**src/dcw_pkg.sv**
```systemverilog
// Constants and types for the drive control word decoder
package dcw_pkg;
   localparam int unsigned CW_W = 16;
   localparam int unsigned AW = 8;
   // Control word bit positions
   localparam int unsigned B_ON = 0;
   localparam int unsigned B_COAST = 1;
   localparam int unsigned B_QSTOP = 2;
   localparam int unsigned B_OPER = 3;
   localparam int unsigned B_RAMP = 4;
   localparam int unsigned B_UNFRZ = 5;
   localparam int unsigned B_REFEN = 6;
   localparam int unsigned B_EVRST = 7;
   localparam int unsigned B_FBCTL = 10;
   localparam int unsigned B_IN_LO = 12;
   localparam int unsigned N_BUSIN = 4;
   localparam int unsigned N_EVT = 4;
   localparam int unsigned N_IRQ = 3;
   // Register byte offsets
   localparam logic [7:0] OFS_CTW = 8'h00;
   localparam logic [7:0] OFS_SPEED = 8'h04;
   localparam logic [7:0] OFS_CFG = 8'h08;
   localparam logic [7:0] OFS_STATE = 8'h0C;
   localparam logic [7:0] OFS_IRQ_STAT = 8'h10;
   localparam logic [7:0] OFS_IRQ_MASK = 8'h14;
   // Reset values
   localparam logic [15:0] CTW_RST = 16'h0000;
   localparam logic [15:0] SPEED_RST = 16'h0000;
   localparam logic CFG_PLACE_RST = 1'b1;
   localparam logic [2:0] MASK_RST = 3'h0;
   // Interrupt status bits
   localparam int unsigned IRQ_EVT = 0;
   localparam int unsigned IRQ_LOCK = 1;
   localparam int unsigned IRQ_RUN = 2;
   typedef enum logic [2:0] {
      S_LOCK = 3'h0,
      S_READY = 3'h1,
      S_ON = 3'h2,
      S_RUN = 3'h3,
      S_RAMP = 3'h4,
      S_QSTOP = 3'h5
   } dcw_state_e;
endpackage : dcw_pkg

```
**src/dcw_decoder.sv**
```systemverilog
// Control word decoder with Wishbone register slave
//
// The register addresses and the Wishbone register port were chosen for this implementation.
`timescale 1ns/10ps
module dcw_decoder (
   input wire logic mclk_i,
   input wire logic reset_n_i,
   input wire logic wb_cyc_i,
   input wire logic wb_stb_i,
   input wire logic wb_we_i,
   input wire logic [7:0] wb_adr_i,
   input wire logic [3:0] wb_sel_i,
   input wire logic [31:0] wb_dat_i,
   output logic [31:0] wb_dat_o,
   output logic wb_ack_o,
   input wire logic [3:0] evt_cond_i,
   input wire logic speed_zero_i,
   output logic run_o,
   output logic coast_o,
   output logic quick_stop_o,
   output logic ramp_down_o,
   output logic ramp_function_generator_reset_o,
   output logic [15:0] speed_ref_o,
   output logic bus_input_1_select_o,
   output logic bus_input_2_select_o,
   output logic bus_input_3_select_o,
   output logic bus_input_4_select_o,
   output logic lockout_o,
   output logic [3:0] events_o,
   output logic irq_o
);
   logic rst_meta_r;
   logic rst_n;
   logic [15:0] ctw_r;
   logic [15:0] speed_set_r;
   logic place_r;
   logic [2:0] irq_stat_r;
   logic [2:0] irq_mask_r;
   logic [3:0] evt_r;
   logic ref_valid_r;
   logic [15:0] ref_acc_r;
   logic [15:0] ref_nxt;
   dcw_pkg::dcw_state_e state_r;
   dcw_pkg::dcw_state_e state_nxt;
   logic [1:0] rise_w;
   logic wr_en;
   logic rd_en;
   logic cmd_en;
   logic fault;
   logic b_on;
   logic b_coast;
   logic b_qs;
   logic b_op;
   logic mod_nxt;
   logic [2:0] irq_set;

   // Reset release through two flops
   always_ff @(posedge mclk_i or negedge reset_n_i) begin
      if (!reset_n_i) begin
         rst_meta_r <= 1'b0;
         rst_n <= 1'b0;
      end else begin
         rst_meta_r <= 1'b1;
         rst_n <= rst_meta_r;
      end
   end

   assign wr_en = wb_cyc_i & wb_stb_i & wb_we_i & ~wb_ack_o;
   assign rd_en = wb_cyc_i & wb_stb_i & ~wb_we_i & ~wb_ack_o;
   assign cmd_en = place_r;
   assign fault = |evt_r;
   assign b_on = ctw_r[dcw_pkg::B_ON];
   assign b_coast = ctw_r[dcw_pkg::B_COAST];
   assign b_qs = ctw_r[dcw_pkg::B_QSTOP];
   assign b_op = ctw_r[dcw_pkg::B_OPER];

   dcw_edge #(.N(2)) u_edge (
      .mclk_i(mclk_i),
      .rst_n_i(rst_n),
      .d_i({ctw_r[dcw_pkg::B_EVRST], b_op}),
      .rise_o(rise_w)
   );

   // Wishbone register writes; bits 8, 9 and 11 stored but never decoded
   always_ff @(posedge mclk_i or negedge rst_n) begin
      if (!rst_n) begin
         ctw_r <= dcw_pkg::CTW_RST;
         speed_set_r <= dcw_pkg::SPEED_RST;
         place_r <= dcw_pkg::CFG_PLACE_RST;
         irq_mask_r <= dcw_pkg::MASK_RST;
      end else if (wr_en) begin
         case (wb_adr_i)
            dcw_pkg::OFS_CTW: begin
               if (wb_sel_i[0]) ctw_r[7:0] <= wb_dat_i[7:0];
               if (wb_sel_i[1]) ctw_r[15:8] <= wb_dat_i[15:8];
            end
            dcw_pkg::OFS_SPEED: begin
               if (wb_sel_i[0]) speed_set_r[7:0] <= wb_dat_i[7:0];
               if (wb_sel_i[1]) speed_set_r[15:8] <= wb_dat_i[15:8];
            end
            dcw_pkg::OFS_CFG: begin
               if (wb_sel_i[0]) place_r <= wb_dat_i[0];
            end
            dcw_pkg::OFS_IRQ_MASK: begin
               if (wb_sel_i[0]) irq_mask_r <= wb_dat_i[2:0];
            end
            default: begin
            end
         endcase
      end
   end

   // Read data and single-cycle ack
   always_ff @(posedge mclk_i or negedge rst_n) begin
      if (!rst_n) begin
         wb_ack_o <= 1'b0;
         wb_dat_o <= 32'h0000_0000;
      end else begin
         wb_ack_o <= wb_cyc_i & wb_stb_i & ~wb_ack_o;
         if (rd_en) begin
            case (wb_adr_i)
               dcw_pkg::OFS_CTW: wb_dat_o <= {16'h0000, ctw_r};
               dcw_pkg::OFS_SPEED: wb_dat_o <= {16'h0000, speed_set_r};
               dcw_pkg::OFS_CFG: wb_dat_o <= {31'h0000_0000, place_r};
               dcw_pkg::OFS_STATE: wb_dat_o <= {24'h00_0000, evt_r, ref_valid_r, state_r};
               dcw_pkg::OFS_IRQ_STAT: wb_dat_o <= {29'h0000_0000, irq_stat_r};
               dcw_pkg::OFS_IRQ_MASK: wb_dat_o <= {29'h0000_0000, irq_mask_r};
               default: wb_dat_o <= 32'h0000_0000;
            endcase
         end
      end
   end

   // Event flags; a live condition always wins over the reset edge
   always_ff @(posedge mclk_i or negedge rst_n) begin
      if (!rst_n) begin
         evt_r <= 4'h0;
      end else if (cmd_en && rise_w[1]) begin
         evt_r <= evt_cond_i;
      end else begin
         evt_r <= evt_r | evt_cond_i;
      end
   end

   // Drive state sequencer
   always_comb begin
      state_nxt = state_r;
      if (fault && state_r != dcw_pkg::S_LOCK) begin
         state_nxt = dcw_pkg::S_LOCK;
      end else if (cmd_en) begin
         case (state_r)
            dcw_pkg::S_LOCK: begin
               if (!b_on && b_coast && b_qs && !fault) state_nxt = dcw_pkg::S_READY;
            end
            dcw_pkg::S_READY: begin
               if (!b_coast || !b_qs) state_nxt = dcw_pkg::S_LOCK;
               else if (b_on) state_nxt = dcw_pkg::S_ON;
            end
            dcw_pkg::S_ON: begin
               if (!b_coast || !b_qs) state_nxt = dcw_pkg::S_LOCK;
               else if (!b_on) state_nxt = dcw_pkg::S_READY;
               else if (rise_w[0]) state_nxt = dcw_pkg::S_RUN;
            end
            dcw_pkg::S_RUN: begin
               if (!b_coast) state_nxt = dcw_pkg::S_LOCK;
               else if (!b_qs) state_nxt = dcw_pkg::S_QSTOP;
               else if (!b_on) state_nxt = dcw_pkg::S_RAMP;
               else if (!b_op) state_nxt = dcw_pkg::S_ON;
            end
            dcw_pkg::S_RAMP: begin
               if (!b_coast) state_nxt = dcw_pkg::S_LOCK;
               else if (speed_zero_i) state_nxt = dcw_pkg::S_READY;
            end
            dcw_pkg::S_QSTOP: begin
               if (!b_coast || speed_zero_i) state_nxt = dcw_pkg::S_LOCK;
            end
            default: state_nxt = dcw_pkg::S_LOCK;
         endcase
      end
   end

   assign mod_nxt = (state_nxt == dcw_pkg::S_RUN) || (state_nxt == dcw_pkg::S_RAMP) ||
                    (state_nxt == dcw_pkg::S_QSTOP);

   // Power-up lands in lockout so a stale word cannot start the motor
   always_ff @(posedge mclk_i or negedge rst_n) begin
      if (!rst_n) begin
         state_r <= dcw_pkg::S_LOCK;
         run_o <= 1'b0;
         quick_stop_o <= 1'b0;
         ramp_down_o <= 1'b0;
         lockout_o <= 1'b1;
         coast_o <= 1'b1;
      end else begin
         state_r <= state_nxt;
         run_o <= mod_nxt;
         quick_stop_o <= state_nxt == dcw_pkg::S_QSTOP;
         ramp_down_o <= state_nxt == dcw_pkg::S_RAMP;
         lockout_o <= state_nxt == dcw_pkg::S_LOCK;
         coast_o <= !mod_nxt;
      end
   end

   // Process data acceptance and reference path
   always_ff @(posedge mclk_i or negedge rst_n) begin
      if (!rst_n) begin
         ref_acc_r <= 16'h0000;
         ref_valid_r <= 1'b0;
      end else if (cmd_en && ctw_r[dcw_pkg::B_FBCTL]) begin
         ref_acc_r <= speed_set_r;
         ref_valid_r <= 1'b1;
      end
   end

   always_comb begin
      ref_nxt = speed_ref_o;
      if (!cmd_en) begin
         ref_nxt = speed_ref_o;
      end else if (!ctw_r[dcw_pkg::B_REFEN]) begin
         ref_nxt = 16'h0000;
      end else if (ctw_r[dcw_pkg::B_UNFRZ]) begin
         ref_nxt = ref_valid_r ? ref_acc_r : 16'h0000;
      end
   end

   always_ff @(posedge mclk_i or negedge rst_n) begin
      if (!rst_n) begin
         speed_ref_o <= 16'h0000;
         ramp_function_generator_reset_o <= 1'b1;
      end else begin
         speed_ref_o <= ref_nxt;
         if (cmd_en) ramp_function_generator_reset_o <= !ctw_r[dcw_pkg::B_RAMP];
      end
   end

   // Fieldbus inputs pass whatever the control place
   always_ff @(posedge mclk_i or negedge rst_n) begin
      if (!rst_n) begin
         bus_input_1_select_o <= 1'b0;
         bus_input_2_select_o <= 1'b0;
         bus_input_3_select_o <= 1'b0;
         bus_input_4_select_o <= 1'b0;
         events_o <= 4'h0;
      end else begin
         bus_input_1_select_o <= ctw_r[dcw_pkg::B_IN_LO];
         bus_input_2_select_o <= ctw_r[dcw_pkg::B_IN_LO + 1];
         bus_input_3_select_o <= ctw_r[dcw_pkg::B_IN_LO + 2];
         bus_input_4_select_o <= ctw_r[dcw_pkg::B_IN_LO + 3];
         events_o <= evt_r;
      end
   end

   // Interrupts: set beats write-one-to-clear
   assign irq_set[dcw_pkg::IRQ_EVT] = |(evt_cond_i & ~evt_r);
   assign irq_set[dcw_pkg::IRQ_LOCK] = (state_nxt == dcw_pkg::S_LOCK) && (state_r != dcw_pkg::S_LOCK);
   assign irq_set[dcw_pkg::IRQ_RUN] = (state_nxt == dcw_pkg::S_RUN) && (state_r == dcw_pkg::S_ON);

   always_ff @(posedge mclk_i or negedge rst_n) begin
      if (!rst_n) begin
         irq_stat_r <= 3'h0;
         irq_o <= 1'b0;
      end else begin
         if (wr_en && wb_adr_i == dcw_pkg::OFS_IRQ_STAT && wb_sel_i[0]) begin
            irq_stat_r <= (irq_stat_r & ~wb_dat_i[2:0]) | irq_set;
         end else begin
            irq_stat_r <= irq_stat_r | irq_set;
         end
         irq_o <= |(irq_stat_r & irq_mask_r);
      end
   end

   property p_start_edge;
      @(posedge mclk_i) disable iff (!rst_n)
      $rose(run_o) |-> $past(b_op) && !$past(b_op, 2) && $past(cmd_en);
   endproperty
   a_start_edge: assert property (p_start_edge) else $error("run began without bit 3 edge");

   property p_coast;
      @(posedge mclk_i) disable iff (!rst_n)
      (cmd_en && !b_coast && !fault) |=> lockout_o && !run_o;
   endproperty
   a_coast: assert property (p_coast) else $error("coast request did not stop drive");

   property p_op_low;
      @(posedge mclk_i) disable iff (!rst_n)
      (state_r == dcw_pkg::S_RUN && cmd_en && b_qs && b_on && !b_op) |=> !run_o;
   endproperty
   a_op_low: assert property (p_op_low) else $error("bit 3 low left drive running");

   property p_qstop;
      @(posedge mclk_i) disable iff (!rst_n)
      (state_r == dcw_pkg::S_RUN && cmd_en && b_coast && !b_qs && !fault) |=> quick_stop_o && run_o;
   endproperty
   a_qstop: assert property (p_qstop) else $error("quick stop not entered");

   property p_ramp_off;
      @(posedge mclk_i) disable iff (!rst_n)
      (state_r == dcw_pkg::S_RUN && cmd_en && b_coast && b_qs && !b_on && !fault) |=> ramp_down_o;
   endproperty
   a_ramp_off: assert property (p_ramp_off) else $error("off did not ramp down");

   property p_fault_lock;
      @(posedge mclk_i) disable iff (!rst_n)
      fault |=> lockout_o;
   endproperty
   a_fault_lock: assert property (p_fault_lock) else $error("fault did not lock out");

   property p_lock_hold;
      @(posedge mclk_i) disable iff (!rst_n)
      (state_r == dcw_pkg::S_LOCK && b_on) |=> lockout_o;
   endproperty
   a_lock_hold: assert property (p_lock_hold) else $error("lockout left with bit 0 high");

   property p_ref_zero;
      @(posedge mclk_i) disable iff (!rst_n)
      (cmd_en && !ctw_r[dcw_pkg::B_REFEN]) |=> speed_ref_o == 16'h0000;
   endproperty
   a_ref_zero: assert property (p_ref_zero) else $error("reference not forced to zero");

   property p_freeze;
      @(posedge mclk_i) disable iff (!rst_n)
      (cmd_en && ctw_r[dcw_pkg::B_REFEN] && !ctw_r[dcw_pkg::B_UNFRZ]) |=> $stable(speed_ref_o);
   endproperty
   a_freeze: assert property (p_freeze) else $error("frozen reference changed");

   property p_no_place;
      @(posedge mclk_i) disable iff (!rst_n)
      (!cmd_en && !fault) |=> $stable(state_r) && $stable(speed_ref_o);
   endproperty
   a_no_place: assert property (p_no_place) else $error("command acted without control place");

   property p_evt_keep;
      @(posedge mclk_i) disable iff (!rst_n)
      evt_cond_i[0] |=> evt_r[0];
   endproperty
   a_evt_keep: assert property (p_evt_keep) else $error("live event was cleared");

   property p_accept;
      @(posedge mclk_i) disable iff (!rst_n)
      (cmd_en && ctw_r[dcw_pkg::B_FBCTL]) |=> ref_acc_r == $past(speed_set_r);
   endproperty
   a_accept: assert property (p_accept) else $error("process data not accepted");

   property p_ignore;
      @(posedge mclk_i) disable iff (!rst_n)
      !ctw_r[dcw_pkg::B_FBCTL] |=> $stable(ref_acc_r);
   endproperty
   a_ignore: assert property (p_ignore) else $error("process data taken while ignored");

   property p_rfg;
      @(posedge mclk_i) disable iff (!rst_n)
      cmd_en |=> ramp_function_generator_reset_o == !$past(ctw_r[dcw_pkg::B_RAMP]);
   endproperty
   a_rfg: assert property (p_rfg) else $error("ramp generator reset wrong");

   property p_busin;
      @(posedge mclk_i) disable iff (!rst_n)
      ##1 bus_input_4_select_o == $past(ctw_r[15]);
   endproperty
   a_busin: assert property (p_busin) else $error("fieldbus input 4 mismatch");
endmodule : dcw_decoder

```
**src/dcw_edge.sv**
```systemverilog
// Rising edge detector, one per control bit
`timescale 1ns/10ps
module dcw_edge #(
   parameter int unsigned N = 2
) (
   input wire logic mclk_i,
   input wire logic rst_n_i,
   input wire logic [N-1:0] d_i,
   output logic [N-1:0] rise_o
);
   logic [N-1:0] prev_r;
   genvar g;
   generate
      for (g = 0; g < N; g++) begin : g_bit
         always_ff @(posedge mclk_i or negedge rst_n_i) begin
            if (!rst_n_i) begin
               prev_r[g] <= 1'b0;
            end else begin
               prev_r[g] <= d_i[g];
            end
         end
         assign rise_o[g] = d_i[g] & ~prev_r[g];
      end
   endgenerate
endmodule : dcw_edge

```
**config.mk**
```make
export PLATFORM = sky130hd
export DESIGN_NAME = dcw_decoder
export DESIGN_NICKNAME = d
export VERILOG_FILES = /design/src/dcw_pkg.sv /design/src/dcw_decoder.sv /design/src/dcw_edge.sv
export SDC_FILE = /design/constraint.sdc
export NUM_CORES = 1
export LEC_CHECK = 0
export BUFFER_PORTS_ARGS = -buffer_cell sky130_fd_sc_hd__buf_2
export CAP_MARGIN = 15
export CORE_ASPECT_RATIO = 0.7
export CORE_MARGIN = 2
export CORE_UTILIZATION = 36
export CTS_CLUSTER_SIZE = 24
export DETAILED_ROUTE_END_ITERATION = 7
export PLACE_DENSITY = 0.66
export SYNTH_ARGS = -nofsm -noshare
export SYNTH_HDL_FRONTEND = slang
export SYNTH_SLANG_ARGS = --single-unit
```
**constraint.sdc**
```tcl
create_clock -name mclk_i -period 4.15 [get_ports mclk_i]
set_input_delay 0.2075 -clock mclk_i [delete_from_list [all_inputs] [get_ports mclk_i]]
set_output_delay 0.2075 -clock mclk_i [all_outputs]
set_load 0.02 [all_outputs]
```
Word level (Yosys, flattened, before mapping)
Cells that the tools add are included.

storage, ports and cells
  bits in registers = 131
  logic and storage cells = 120
  bits of input ports = 54
  output and inout port bits = 64

cells by class
  bitwise operators = 20
  multiplexer cells = 22
  reductions and logical operators = 34
  eq/ne operators = 14

operator list
  cell                                                                    number
  16-bit one-hot mux with 6 select lines                                  1
  16-bit two-way mux                                                      3
  3-bit two-way mux                                                       16
  3-bit one-hot mux with 6 select lines                                   1
  3-bit AND reduction                                                     6
  8-bit by 4-bit equality test with 1-bit output (second input constant)  2
  8-bit by 5-bit equality test with 1-bit output (second input constant)  2
  3-bit equality test (second input constant)                             4
  1-bit logical AND                                                       10
  3-bit by 2-bit equality test with 1-bit output (second input constant)  3
  1-bit AND                                                               8
  8-bit by 3-bit equality test with 1-bit output (second input constant)  1
  8-bit zero test                                                         1
  4-bit OR reduction                                                      2
  3-bit AND                                                               2
  1-bit zero test                                                         6
  3-bit zero test                                                         2
  3-bit OR                                                                2
  4-bit AND                                                               1
  1-bit logical OR                                                        4
  4-bit two-way mux                                                       1
  1-bit NOT                                                               4
  4-bit NOT                                                               1
  4-bit OR                                                                1
  other kinds (6)                                                         6

Longest topological paths before layout
Gate-level depths: netlist of run 1.

  depth in word-level cells = 12
  depth in mapped cells = 7
  gate-level depth less buffers = 5

Hierarchy
Synthesis of run 1 repeated with hierarchy kept, for this count alone.

unflattened totals
  cells, all modules = 405
  area, all modules = 4911.0 µm²

modules (own cells, without submodules)
  module       area an instance (µm²)  sequential area each (µm²)  instances  cells each
  dcw_decoder  4833.4                  2832.7                      1          401
  dcw_edge     77.6                    50.0                        1          4

Worst setup path after synthesis of run 1
Ideal clock, no wire load.

  kind = register to register
  from = register wb_ack_o
  to = register ctw_r[0]
  arrival = 1806 ps
  data required time = 4025 ps
  setup time = 125 ps
  buffers on the path = 1
  clock period less this slack = 1931 ps
  setup slack = 2219 ps
  stages on the path, launching flop included = 7
  cell sequence = dfrtp_1 and3b_2 nand3_1 nor4_1 nor2b_1 buf_4 mux2_2

on the way
  longest elaborated chain between the ends = 3

RTL lines
  element                               RTL line            source
  start, declared                       dcw_decoder.sv:15   output logic wb_ack_o,
  start signal, assigned                dcw_decoder.sv:119  wb_ack_o <= wb_cyc_i & wb_stb_i & ~wb_ack_o;
  1-bit NOT                             dcw_decoder.sv:68   assign wr_en = wb_cyc_i & wb_stb_i & wb_we_i & ~wb_ack_o;
  1-bit AND                             dcw_decoder.sv:68
  3-bit AND reduction (no source line)  --
  end signal, assigned                  dcw_decoder.sv:87   ctw_r <= dcw_pkg::CTW_RST;
  end signal, assigned                  dcw_decoder.sv:94   if (wb_sel_i[0]) ctw_r[7:0] <= wb_dat_i[7:0];
  end, declared                         dcw_decoder.sv:34   logic [15:0] ctw_r;

Every way passes these cells.
A chain may end at the register's enable or synchronous reset.

Worst setup path after layout of run 1
  from = register wb_ack_o
  to = register ctw_r[6]

The elaborated chain is that of the path after synthesis.

==> results of run 1 <==
==> cell type report <==
class / instances / area share (%)
clock buffer: 23 / 8.48
sequential: 115 / 48.2
multi-input combinational: 255 / 29.5
tap: 166 / 3.47
clock inverter: 9 / 1.67
inverter: 12 / 0.752
timing repair buffer: 89 / 7.90
==> path summary, 6_finish.rpt <==
kind                              startpoint         to  slack (ns)  cells after the start
worst max-delay path                wb_ack_o   ctw_r[6]        1.72                      5
worst min-delay path            wb_dat_i[14]  ctw_r[14]        0.05                      2
worst max register to register      wb_ack_o   ctw_r[6]        1.72                      5
worst min register to register    rst_meta_r      rst_n        0.34                      0
max in group asynchronous              rst_n  ctw_r[10]        2.59                      1
min in group asynchronous          reset_n_i      rst_n        0.11                      2
==> layer usage <==
| layer | global-route usage (%) | vias up | routed length, um |
|---|---|---|---|
| met3 | 6.13 | 11 | 768 |
| met4 | 4.87 | 0 | 118 |
| met5 | 0 | - | 0 |
| met2 | 22.9 | 103 | 4670 |
| met1 | 23.1 | 1636 | 5430 |
| li1 | - | 1536 | - |
==> logic make-up after synthesis <==
logic type                share of synthesized area [%]
AOI/OAI and AO/OA                                  7.64
xor gates and xnor gates                          0.181
buffers and inverters                              5.27
DFF                                                59.5
muxes                                              16.9
other                                             0.155
and+or+nand+nor                                    10.3
==> layout by cell type (no fill, tap or decap), types with 6 or more instances in the layout <==
cell,instances
clkbuf_16,17
buf_2,83
nor2_1,12
inv_1,12
o21ai_0,30
clkbuf_8,6
mux2_2,57
mux2i_1,11
nand2_1,66
dfrtp_1,110
conb_1,17
==> power groups by stage <==
stage               clock, mW  combinational [mW]  sequential, mW
global route             1.55               0.111            1.16
detailed placement          0              0.0964            1.18
global placement            0              0.0944            1.18
finish                   1.48               0.100            1.16
floorplan                   0              0.0712            1.17
CTS                      1.50               0.101            1.16
==> registers in the layout (all words and copies together) (netlist names), 2 cells and up <==
register       flops
u_edge.prev_r      2
ctw_r             16
evt_r              4
irq_stat_r         3
speed_set_r       16
irq_mask_r         3
wb_dat_o          16
events_o           4
ref_acc_r         16
speed_ref_o       16
state_r            3
==> per-stage QoR <==
stage	worst slack, ns	hold WS (ns)	power, mW	area (um^2)
floorplan	0.716	-0.0881	1.25	4900
global placement	1.76	-0.00612	1.27	5330
detailed placement	1.70	-0.00309	1.27	5330
CTS	1.69	0.0353	2.75	5990
global route	1.59	0.0358	2.82	5990
finish	1.72	0.0511	2.73	5990
==> key figures, run 1 <==
Flow run
  – Max Cap Viol: 0

Clock tree
  – Worst-Skew Late Latency: about 0.41 ns
  – Number of gates resized after cts: 0
  – TritonCTS clock tree: built
  – H-Tree Depth: 4
  – Sink Count: roughly 120
  – Clock slew at reported path FFs: 0.05 ns
  – CTS Buf Count: 17
  – Clock Path Buffers: 2
  – CTS Hold Bufs: 5
  – # Post-CTS Setup Buffers: 0
  – Clock root buffer: clkbuf_16

Final layout
  – Share of cells above drive strength 1: approximately 37%
  – Area occupied by registers: 0.00289 mm^2
  – Final nets: 544
  – Layout Utilization: a little under half
  – Area taken by multi-input logic gates: ~0.0018 mm^2
  – Area Overhead vs Synth: 23.6%
  – Final std cells w/o fill: 669
  – Layout fillers: about 1200
  – Ant diodes: 0

Run status
  – Status: complete, no violations

Critical path
  – CP max stage delay: around 0.67 ns
  – Crit-path leading delay family: simple AND/OR/NAND/NOR gates
  – Arrival @ worst endpoint: between 2 and 3 ns
  – Crit. End Element: flip-flop
  – CP Buf/Inv Count: 0
  – CP Class: flip-flop to flip-flop
  – CP Cell Sequence: and3b_2 > nand3_1 > nor4_1 > nor2b_1 > mux2_2
  – Crit Path Max Fanout: 8
  – Slowest-stage cell, CP: nor2b_1
  – Startpoint Class: flip-flop
  – CP required: about 4.4 ns

Floorplan
  – Rows: 35
  – Core box area: ~0.013 mm^2
  – DIE HEIGHT: a little over 100 um
  – Die area: approximately 0.014 mm^2
  – I/O pins: around 120
  – Initial core utilization: 36.9%
  – Die width: around 140 um

Routing
  – Post-Route WL: between 10000 and 15000 um
  – DRC: 0
  – DR vias: around 3300
  – TritonRoute pass-1 iters: 6
  – Number of DRC markers in iteration 0: 192
  – Vias per cell: about 4.9
  – WL/cell: about 16 um
  – Antenna-violating nets left: 0

STA
  – Fin. Hold Viols: 0
  – Clock Skew: between 0.005 and 0.006 ns
  – Setup repair after global routing missed its margin: no
  – Period utilisation layout: roughly 60%
  – F_max: ~410 MHz
  – Max Transition Viols Final: 0
  – Setup-failing EPs final: 0
  – Relative slew slack: slightly below 30%
  – Setup TNS: 0 ns
  – Worst Tran Pin Value: roughly 1.1 ns
  – Fin crit period: roughly 2.4 ns

Worst hold path
  – Worst hold path type: input pin to flip-flop

Placement
  – IO buf count: just over 80
  – Dpl cells: approximately 630
  – DPL Wire Length: 7610 um
  – Placer Congestion: between 0.8 and 0.9

Synthesis
  – Prevailing post-synth register cell: dfrtp_1
  – Ys async rst share: 100%
  – Mapped Avg Cell Area: 12.1 um^2
  – Cell taking the most area after synthesis: dfrtp_1
  – #FFs+latches synth: between 100 and 150
  – Count leader, synth: dfrtp_1
  – Cell count after synthesis: approximately 400
  – Synth top area share: between 50% and 60%
  – Synth unique cells: between 40 and 50
  – EDFF count, synth: 0
  – Post-synthesis sequential area ratio: ~60%
  – Top cells by count, synth: dfrtp_1 (111), nand2_1 (66), mux2_2 (57)
  – Area of the mapped netlist: 0.00484 mm^2
  – Yosys warnings: 0
  – Top cells by area, synth: dfrtp_1 (57%), mux2_2 (13%), nand2_1 (5.1%)

Global route
  – Grt ovf: 0
  – Largest net degree at the start of global routing: around 80
  – First-pass GRT wire length: 17400 um
  – Overall Global Routing Usage: 16.2%
  – Initial antenna violation count: 0
  – Vias in the first global route: between 3000 and 4000

Power and ir drop
  – P_int: between 2 and 2.5 mW
  – Comb power frac: 3.7%
  – Sequential power share: around 42%
  – Leakage: 3.00 nW
  – PwrDens: between 400 and 500 mW/mm^2
  – Clk pwr share: roughly 54%
  – Switching power: 589 uW
  – Fraction of power spent switching nets: a little over a fifth
  – Peak supply drop: around 0.29 mV
Note: power is estimated with default switching activity, not from simulation.
==> run 2: changes to the inputs <==
ABC_AREA = 1   (was not set)
PLACE_DENSITY = 0.67   (was 0.66)
clock period = 2 ns   (was 4.15 ns; I/O delays follow)
==> run 2 against run 1 <==
Against the previous run:
- cell area is 7.1% higher
- fmax rose by 50%
- global-route usage up 0.22 points
- flip-flop and latch count is the same
- clock power increased by 91%
- routed wire length grew 6.3%
- non-clock buffer count increased by 20
- via count grew 22%
- count of clock-buffer cells in the layout increased by 4
- register-to-register slack got worse by 1.3 ns
- critical path depth is 2 higher
- largest power group unchanged
==> key figures, run 2 <==
Floorplan
  – Core box area: 0.0139 mm^2 (was 0.0131 mm^2)
  – Die area: 0.0151 mm^2 (was 0.0144 mm^2)
  – Initial core utilization: 36.7% (was 36.9%)
  – I/O pins: 118 (unchanged)
  – Die width: 146 um (was 143 um)
  – DIE HEIGHT: 104 um (was 101 um)
  – Rows: 36 (was 35)

Placement
  – DPL Wire Length: 8240 um (was 7610 um)
  – IO buf count: 83 (unchanged)
  – Placer Congestion: 0.850 (was 0.840)
  – Area after DPL: 0.00566 mm^2 (was 0.00533 mm^2)
  – Place WS: 0.409 ns (was 1.70 ns)

STA
  – F_max: 616 MHz (was 412 MHz)
  – Fin. Hold Viols: 0 (unchanged)
  – Setup-failing EPs final: 0 (unchanged)
  – Max Transition Viols Final: 0 (unchanged)
  – Period utilisation layout: 81.2% (was 58.6%)
  – Setup repair after global routing missed its margin: no (unchanged)
  – Worst Tran Pin Value: 0.760 ns (was 1.05 ns)
  – Setup TNS: 0 ns (unchanged)
  – Fin crit period: 1.62 ns (was 2.43 ns)
  – Relative slew slack: 49.3% (was 29.7%)
  – Worst setup margin: 0.377 ns (was 1.72 ns)
  – Clock Skew: 0.00811 ns (was 0.00570 ns)

Global route
  – Initial antenna violation count: 0 (unchanged)
  – First-pass GRT wire length: 19500 um (was 17400 um)
  – Vias in the first global route: 3718 (was 3319)
  – Overall Global Routing Usage: 16.4% (was 16.2%)
  – Largest net degree at the start of global routing: 63 (was 82)
  – Grt ovf: 0 (unchanged)

Synthesis
  – Prevailing post-synth register cell: dfrtp_1 (unchanged)
  – Post-synthesis sequential area ratio: 56.6% (was 59.5%)
  – Yosys warnings: 0 (unchanged)
  – Cell taking the most area after synthesis: dfrtp_1 (unchanged)
  – Mapped Avg Cell Area: 9.00 um^2 (was 12.1 um^2)
  – EDFF count, synth: 0 (unchanged)
  – #FFs+latches synth: 115 (unchanged)
  – Cell count after synthesis: 566 (was 402)
  – Area of the mapped netlist: 0.00509 mm^2 (was 0.00484 mm^2)
  – Top cells by area, synth: dfrtp_1 (55%), nand2_1 (11%), inv_1 (5.1%) (was dfrtp_1 (57%), mux2_2 (13%), nand2_1 (5.1%))
  – Synth unique cells: 31 (was 48)
  – Synth top area share: 54.5% (was 57.3%)
  – Ys async rst share: 100% (unchanged)
  – Count leader, synth: nand2_1 (was dfrtp_1)
  – Top cells by count, synth: nand2_1 (156), dfrtp_1 (111), inv_1 (69) (was dfrtp_1 (111), nand2_1 (66), mux2_2 (57))

Clock tree
  – # Post-CTS Setup Buffers: 0 (unchanged)
  – Clock Path Buffers: 2 (unchanged)
  – Clock slew at reported path FFs: 0.05 ns (about the same)
  – CTS Buf Count: 17 (unchanged)
  – Sink Count: 115 (unchanged)
  – Number of gates resized after cts: 0 (unchanged)
  – TritonCTS clock tree: built (unchanged)
  – Worst-Skew Late Latency: 0.41 ns (about the same)
  – Clock root buffer: clkbuf_16 (unchanged)
  – H-Tree Depth: 4 (unchanged)
  – CTS Hold Bufs: 20 (was 5)

Final layout
  – Most frequent cells in the layout: nand2_1 (156), dfrtp_1 (110), buf_2 (83), inv_1 (69), nand3_1 (50) (was dfrtp_1 (110), buf_2 (83), nand2_1 (66), mux2_2 (57), o21ai_0 (30))
  – Final nets: 732 (was 544)
  – Layout Utilization: 46.2% (was 45.6%)
  – Area occupied by registers: 0.00289 mm^2 (unchanged)
  – Share of cells above drive strength 1: 24.0% (was 37.4%)
  – Ant diodes: 0 (unchanged)
  – Post-route cell area: 0.00641 mm^2 (was 0.00599 mm^2)
  – Layout fillers: 1368 (was 1197)
  – Commonest non-fill, non-tap cell in the layout: nand2_1 (was dfrtp_1)
  – Area Overhead vs Synth: 25.9% (was 23.6%)
  – Area taken by multi-input logic gates: 0.00177 mm^2 (about the same)

Critical path
  – CP required: 2.35 ns (was 4.44 ns)
  – Crit Path Max Fanout: 9 (was 8)
  – R2R Setup Slk: 0.38 ns (was 1.72 ns)
  – Arrival @ worst endpoint: 1.97 ns (was 2.72 ns)
  – CP Class: flip-flop to flip-flop (unchanged)
  – Startpoint Class: flip-flop (unchanged)
  – Crit. End Element: flip-flop (unchanged)
  – Worst r2r src: cmd_en (was wb_ack_o)
  – CP startpoint: cmd_en (was wb_ack_o)

Routing
  – Antenna-violating nets left: 0 (unchanged)
  – DR vias: 4009 (was 3286)
  – TritonRoute pass-1 iters: 5 (was 6)
  – WL/cell: 13.2 um (was 16.4 um)
  – Post-Route WL: 11700 um (was 11000 um)
  – Number of DRC markers in iteration 0: 249 (was 192)
  – DRC: 0 (unchanged)
  – Vias per cell: 4.55 (was 4.91)

Power and ir drop
  – Clk pwr share: 49.5% (was 54.0%)
  – Comb power frac: 7.6% (was 3.7%)
  – Leakage: 3.30 nW (was 3.00 nW)
  – Fraction of power spent switching nets: 23.3% (was 21.6%)
  – Peak supply drop: 0.649 mV (was 0.294 mV)
  – P_int: 4.38 mW (was 2.14 mW)
  – PwrDens: 891 mW/mm^2 (was 456 mW/mm^2)
  – Sequential power share: 42.9% (was 42.3%)
  – Switching power: 1.33 mW (was 589 uW)
  – Tot Pwr: 5.72 mW (was 2.73 mW)

Run status
  – Status: complete, no violations (unchanged)

Flow run
  – Max Cap Viol: 0 (unchanged)

Worst hold path
  – Worst Hold Launch: wb_dat_i[1] (was wb_dat_i[14])
  – Worst hold path type: input pin to flip-flop (unchanged)
-- run 2: changes by cell type after synthesis, sizes merged, moves of 4 or more --
cell | previous run | this run
mux2i | 11 | 0
inv | 12 | 73
and2 | 4 | 0
a22oi | 5 | 0
nor2 | 12 | 24
nand3 | 1 | 51
clkbuf | 10 | 6
mux2 | 57 | 5
o21ai | 31 | 84
nand2 | 66 | 167
-- run 2: metal layers --
metal	share of wire (%)	GRT usage, %	routed length, um
met3	5.4	5.07	625
met1	52	24.9	6060
met5	0	0	0
met4	1.2	5.34	145
met2	41	22.1	4840
-- run 2: layout make-up --
type | count | area share [%]
sequential | 115 | 45.0
inverter | 73 | 4.35
timing repair buffer | 109 | 10.7
tap | 190 | 3.71
multi-input combinational | 362 | 27.6
clock buffer | 27 | 7.84
clock inverter | 5 | 0.820
-- run 2: worst max-delay path, cell delays in order, from the launching register on --
cell	delay, ns
dfstp_2	0.63
inv_1	0.17
o21ai_0	0.19
nand3_1	0.18
nor2_1	0.18
nand3_1	0.10
nand2_1	0.08
inv_1	0.04
-- run 2: per-stage QoR --
stage,cells,hold slack [ns]
final,881,0.00973
after global routing,881,0.0231
after CTS,881,0.00226
after detailed placement,829,-0.107
after global placement,829,-0.109
after floorplan,581,-0.196
-- run 2: kinds of logic (layout without fill, tap and decap cells) --
logic type	count (synthesis)	after routing	synth area share, %
and+or+nand+nor	249	249	21.9
muxes	5	5	1.11
buffers and inverters	104	214	9.90
AOI/OAI and AO/OA	91	91	10.4
DFF	115	115	56.6
other	2	17	0.147
-- run 2: worst paths after layout --
| check | endpoint | cells past startpoint |
|---|---|---|
| min in group asynchronous | wb_dat_o[4] | 1 |
| worst max register to register | coast_o | 7 |
| worst min register to register | wb_dat_o[4] | 1 |
| worst max-delay path | coast_o | 7 |
| max in group asynchronous | rst_n | 3 |
| worst min-delay path | speed_set_r[1] | 3 |
-- run 2: power groups by stage --
stage	clock [mW]	sequential [mW]	combinational, mW
floorplan	0	2.59	0.173
global placement	0	2.49	0.406
detailed placement	0	2.49	0.409
CTS	2.88	2.45	0.441
global route	3.01	2.46	0.486
finish	2.83	2.45	0.434
==> run 3: changes to the inputs <==
ABC_AREA = 0   (was 1)
PLACE_DENSITY = 0.66   (was 0.67)
clock period = 1.7 ns   (was 2 ns; I/O delays follow)
==> run 3 against run 2 <==
Against the previous run:
- clock skew increased by 0.0038 ns
- the flow now finishes with violations (setup timing)
- via count decreased by 13%
- sequential share of layout area decreased by 0.75 points
- first-iteration DRC count decreased by 42%
==> key figures, run 3 (same netlist as run 1, synthesis figures left out) <==
Final layout
  – Layout Utilization: 49.7% (was 46.2%)
  – Final nets: 587 (was 732)
  – Area Overhead vs Synth: 34.7% (was 25.9%)
  – Post-route cell area: 0.00653 mm^2 (was 0.00641 mm^2)
  – Most frequent cells in the layout: dfrtp_1 (108), buf_2 (83), nand2_1 (64), mux2_2 (41), o21ai_0 (27) (was nand2_1 (156), dfrtp_1 (110), buf_2 (83), inv_1 (69), nand3_1 (50))
  – Final std cells w/o fill: 709 (was 881)
  – Commonest non-fill, non-tap cell in the layout: dfrtp_1 (was nand2_1)
  – Ant diodes: 0 (unchanged)
  – Share of cells above drive strength 1: 41.4% (was 24.0%)

Global route
  – Initial antenna violation count: 0 (unchanged)
  – Overall Global Routing Usage: 16.4% (about the same)
  – Vias in the first global route: 3512 (was 3718)
  – Grt ovf: 0 (unchanged)
  – First-pass GRT wire length: 18000 um (was 19500 um)
  – Largest net degree at the start of global routing: 76 (was 63)

STA
  – Setup TNS: -1.25 ns (was 0 ns)
  – Worst setup margin: -0.113 ns (was 0.377 ns)
  – Period utilisation layout: 107% (was 81.2%)
  – Max Transition Viols Final: 0 (unchanged)
  – Fin Hold WS: 0.123 ns (was 0.00973 ns)
  – Setup repair after global routing missed its margin: yes (was no)
  – Relative slew slack: 57.2% (was 49.3%)
  – Clock Skew: 0.0119 ns (was 0.00811 ns)
  – Worst Tran Pin Value: 0.640 ns (was 0.760 ns)
  – F_max: 552 MHz (was 616 MHz)
  – Fin. Hold Viols: 0 (unchanged)
  – Fin crit period: 1.81 ns (was 1.62 ns)
  – Setup-failing EPs final: 16 (was 0)

Routing
  – Number of DRC markers in iteration 0: 144 (was 249)
  – Met2 Wirelength: 5050 um (was 4840 um)
  – WL/cell: 16.4 um (was 13.2 um)
  – Metal1 wirelength: 5710 um (was 6060 um)
  – Antenna-violating nets left: 0 (unchanged)
  – Post-Route WL: 11600 um (was 11700 um)
  – Vias per cell: 4.95 (was 4.55)
  – DRC: 0 (unchanged)
  – DR vias: 3507 (was 4009)
  – TritonRoute pass-1 iters: 6 (was 5)
  – Uppermost routed layer: met4 (unchanged)
  – WL met3: 725 um (was 625 um)

Clock tree
  – Sink Count: 115 (unchanged)
  – Clock slew at reported path FFs: 0.05 ns (about the same)
  – TritonCTS clock tree: built (unchanged)
  – CTS Buf Count: 17 (unchanged)
  – Clock Path Buffers: 2 (unchanged)
  – Clock root buffer: clkbuf_16 (unchanged)
  – Worst-Skew Late Latency: 0.41 ns (about the same)
  – H-Tree Depth: 4 (unchanged)

Placement
  – Area after DPL: 0.00556 mm^2 (was 0.00566 mm^2)
  – Place WS: -0.154 ns (was 0.409 ns)
  – DPL Wire Length: 8030 um (was 8240 um)
  – IO buf count: 83 (unchanged)
  – Dpl cells: 655 (was 829)
  – Placer Congestion: 0.796 (was 0.850)

Power and ir drop
  – Peak supply drop: 0.737 mV (was 0.649 mV)
  – PwrDens: 1010 mW/mm^2 (was 891 mW/mm^2)
  – Leakage: 3.24 nW (was 3.30 nW)
  – Tot Pwr: 6.61 mW (was 5.72 mW)

Critical path
  – Slowest-stage cell, CP: or4b_4 (was dfstp_2)
  – Crit-path leading delay family: simple AND/OR/NAND/NOR gates (was flip-flops)
  – CP max stage delay: 0.59 ns (was 0.63 ns)
  – CP Cell Sequence: and3b_2 > nand4_1 > or4b_4 > mux2_2 (was inv_1 > o21ai_0 > nand3_1 > nor2_1 > nand3_1 > nand2_1 > inv_1)
  – Crit. End Element: flip-flop (unchanged)
  – CP required: 1.99 ns (was 2.35 ns)
  – CP Buf/Inv Count: 0 (was 2)
  – Crit Path Max Fanout: 8 (was 9)
  – Startpoint Class: flip-flop (unchanged)
  – Arrival @ worst endpoint: 2.10 ns (was 1.97 ns)
  – CP Class: flip-flop to flip-flop (unchanged)

Floorplan
  – DIE HEIGHT: 101 um (was 104 um)
  – Core box area: 0.0131 mm^2 (was 0.0139 mm^2)
  – Die width: 143 um (was 146 um)
  – I/O pins: 118 (unchanged)
  – Die area: 0.0144 mm^2 (was 0.0151 mm^2)
  – Rows: 35 (was 36)
  – Initial core utilization: 36.9% (was 36.7%)

Run status
  – Failing checks: setup timing
  – Status: finished with violations (was complete, no violations)

Flow run
  – Max Cap Viol: 0 (unchanged)

Worst hold path
  – Worst hold path type: input pin to flip-flop (unchanged)
run 3: cell types whose count changed in the layout (fill, tap and decap cells not counted), sizes merged, moves of 21 or more:
cell | previous run | this run
nand3 | 51 | 1
mux2 | 5 | 57
nand2 | 167 | 66
buf | 89 | 110
o21ai | 84 | 31
inv | 73 | 12
run 3: routing by layer:
| layer | GRT usage (%) | vias up |
|---|---|---|
| met2 | 23.9 | 97 |
| met3 | 5.51 | 12 |
| li1 | - | 1630 |
| met5 | 0 | - |
| met1 | 23.4 | 1768 |
| met4 | 5.10 | 0 |
run 3: timing repair:
action | 4_1_cts | 5_1_grt
hold buffers | 22 | 0
pin swaps | 1 | 7
endpoints found under the setup margin | 26 | 58
resized for setup | 3 | 37
endpoints found under the hold margin | 43 | 0
setup buffers | 2 | 2
run 3: cell type report:
| class | instances | area, um^2 |
|---|---|---|
| fill | 1158 | 6610 |
| sequential | 115 | 2890 |
| multi-input combinational | 255 | 1920 |
| timing repair buffer | 132 | 883 |
| clock buffer | 24 | 502 |
| tap | 166 | 208 |
| clock inverter | 5 | 75.1 |
| inverter | 12 | 45.0 |
run 3: worst paths after layout:
check	cells past startpoint	slack, ns	startpoint	end
setup / recovery	4	-0.11	wb_ack_o	speed_set_r[12]
hold / removal	4	0.12	wb_adr_i[4]	wb_dat_o[0]
setup reg to reg	4	-0.11	wb_ack_o	speed_set_r[12]
hold reg to reg	0	0.19	rst_n	events_o[3]
max in group asynchronous	1	0.80	rst_n	coast_o
min in group asynchronous	0	0.19	rst_n	events_o[3]
run 3: worst reg2reg max path, delay by kind of cell (launching register included):
family           cells  cell delay [ns]
muxes                1             0.31
DFF                  1             0.37
and+or+nand+nor      3             1.02
run 3: where the power goes:
part	leakage [nW]	switching [mW]	internal [mW]
clock network	0.288	1.14	2.31
logic	1.42	0.204	0.152
registers	1.53	0.0296	2.77
total	3.24	1.37	5.23
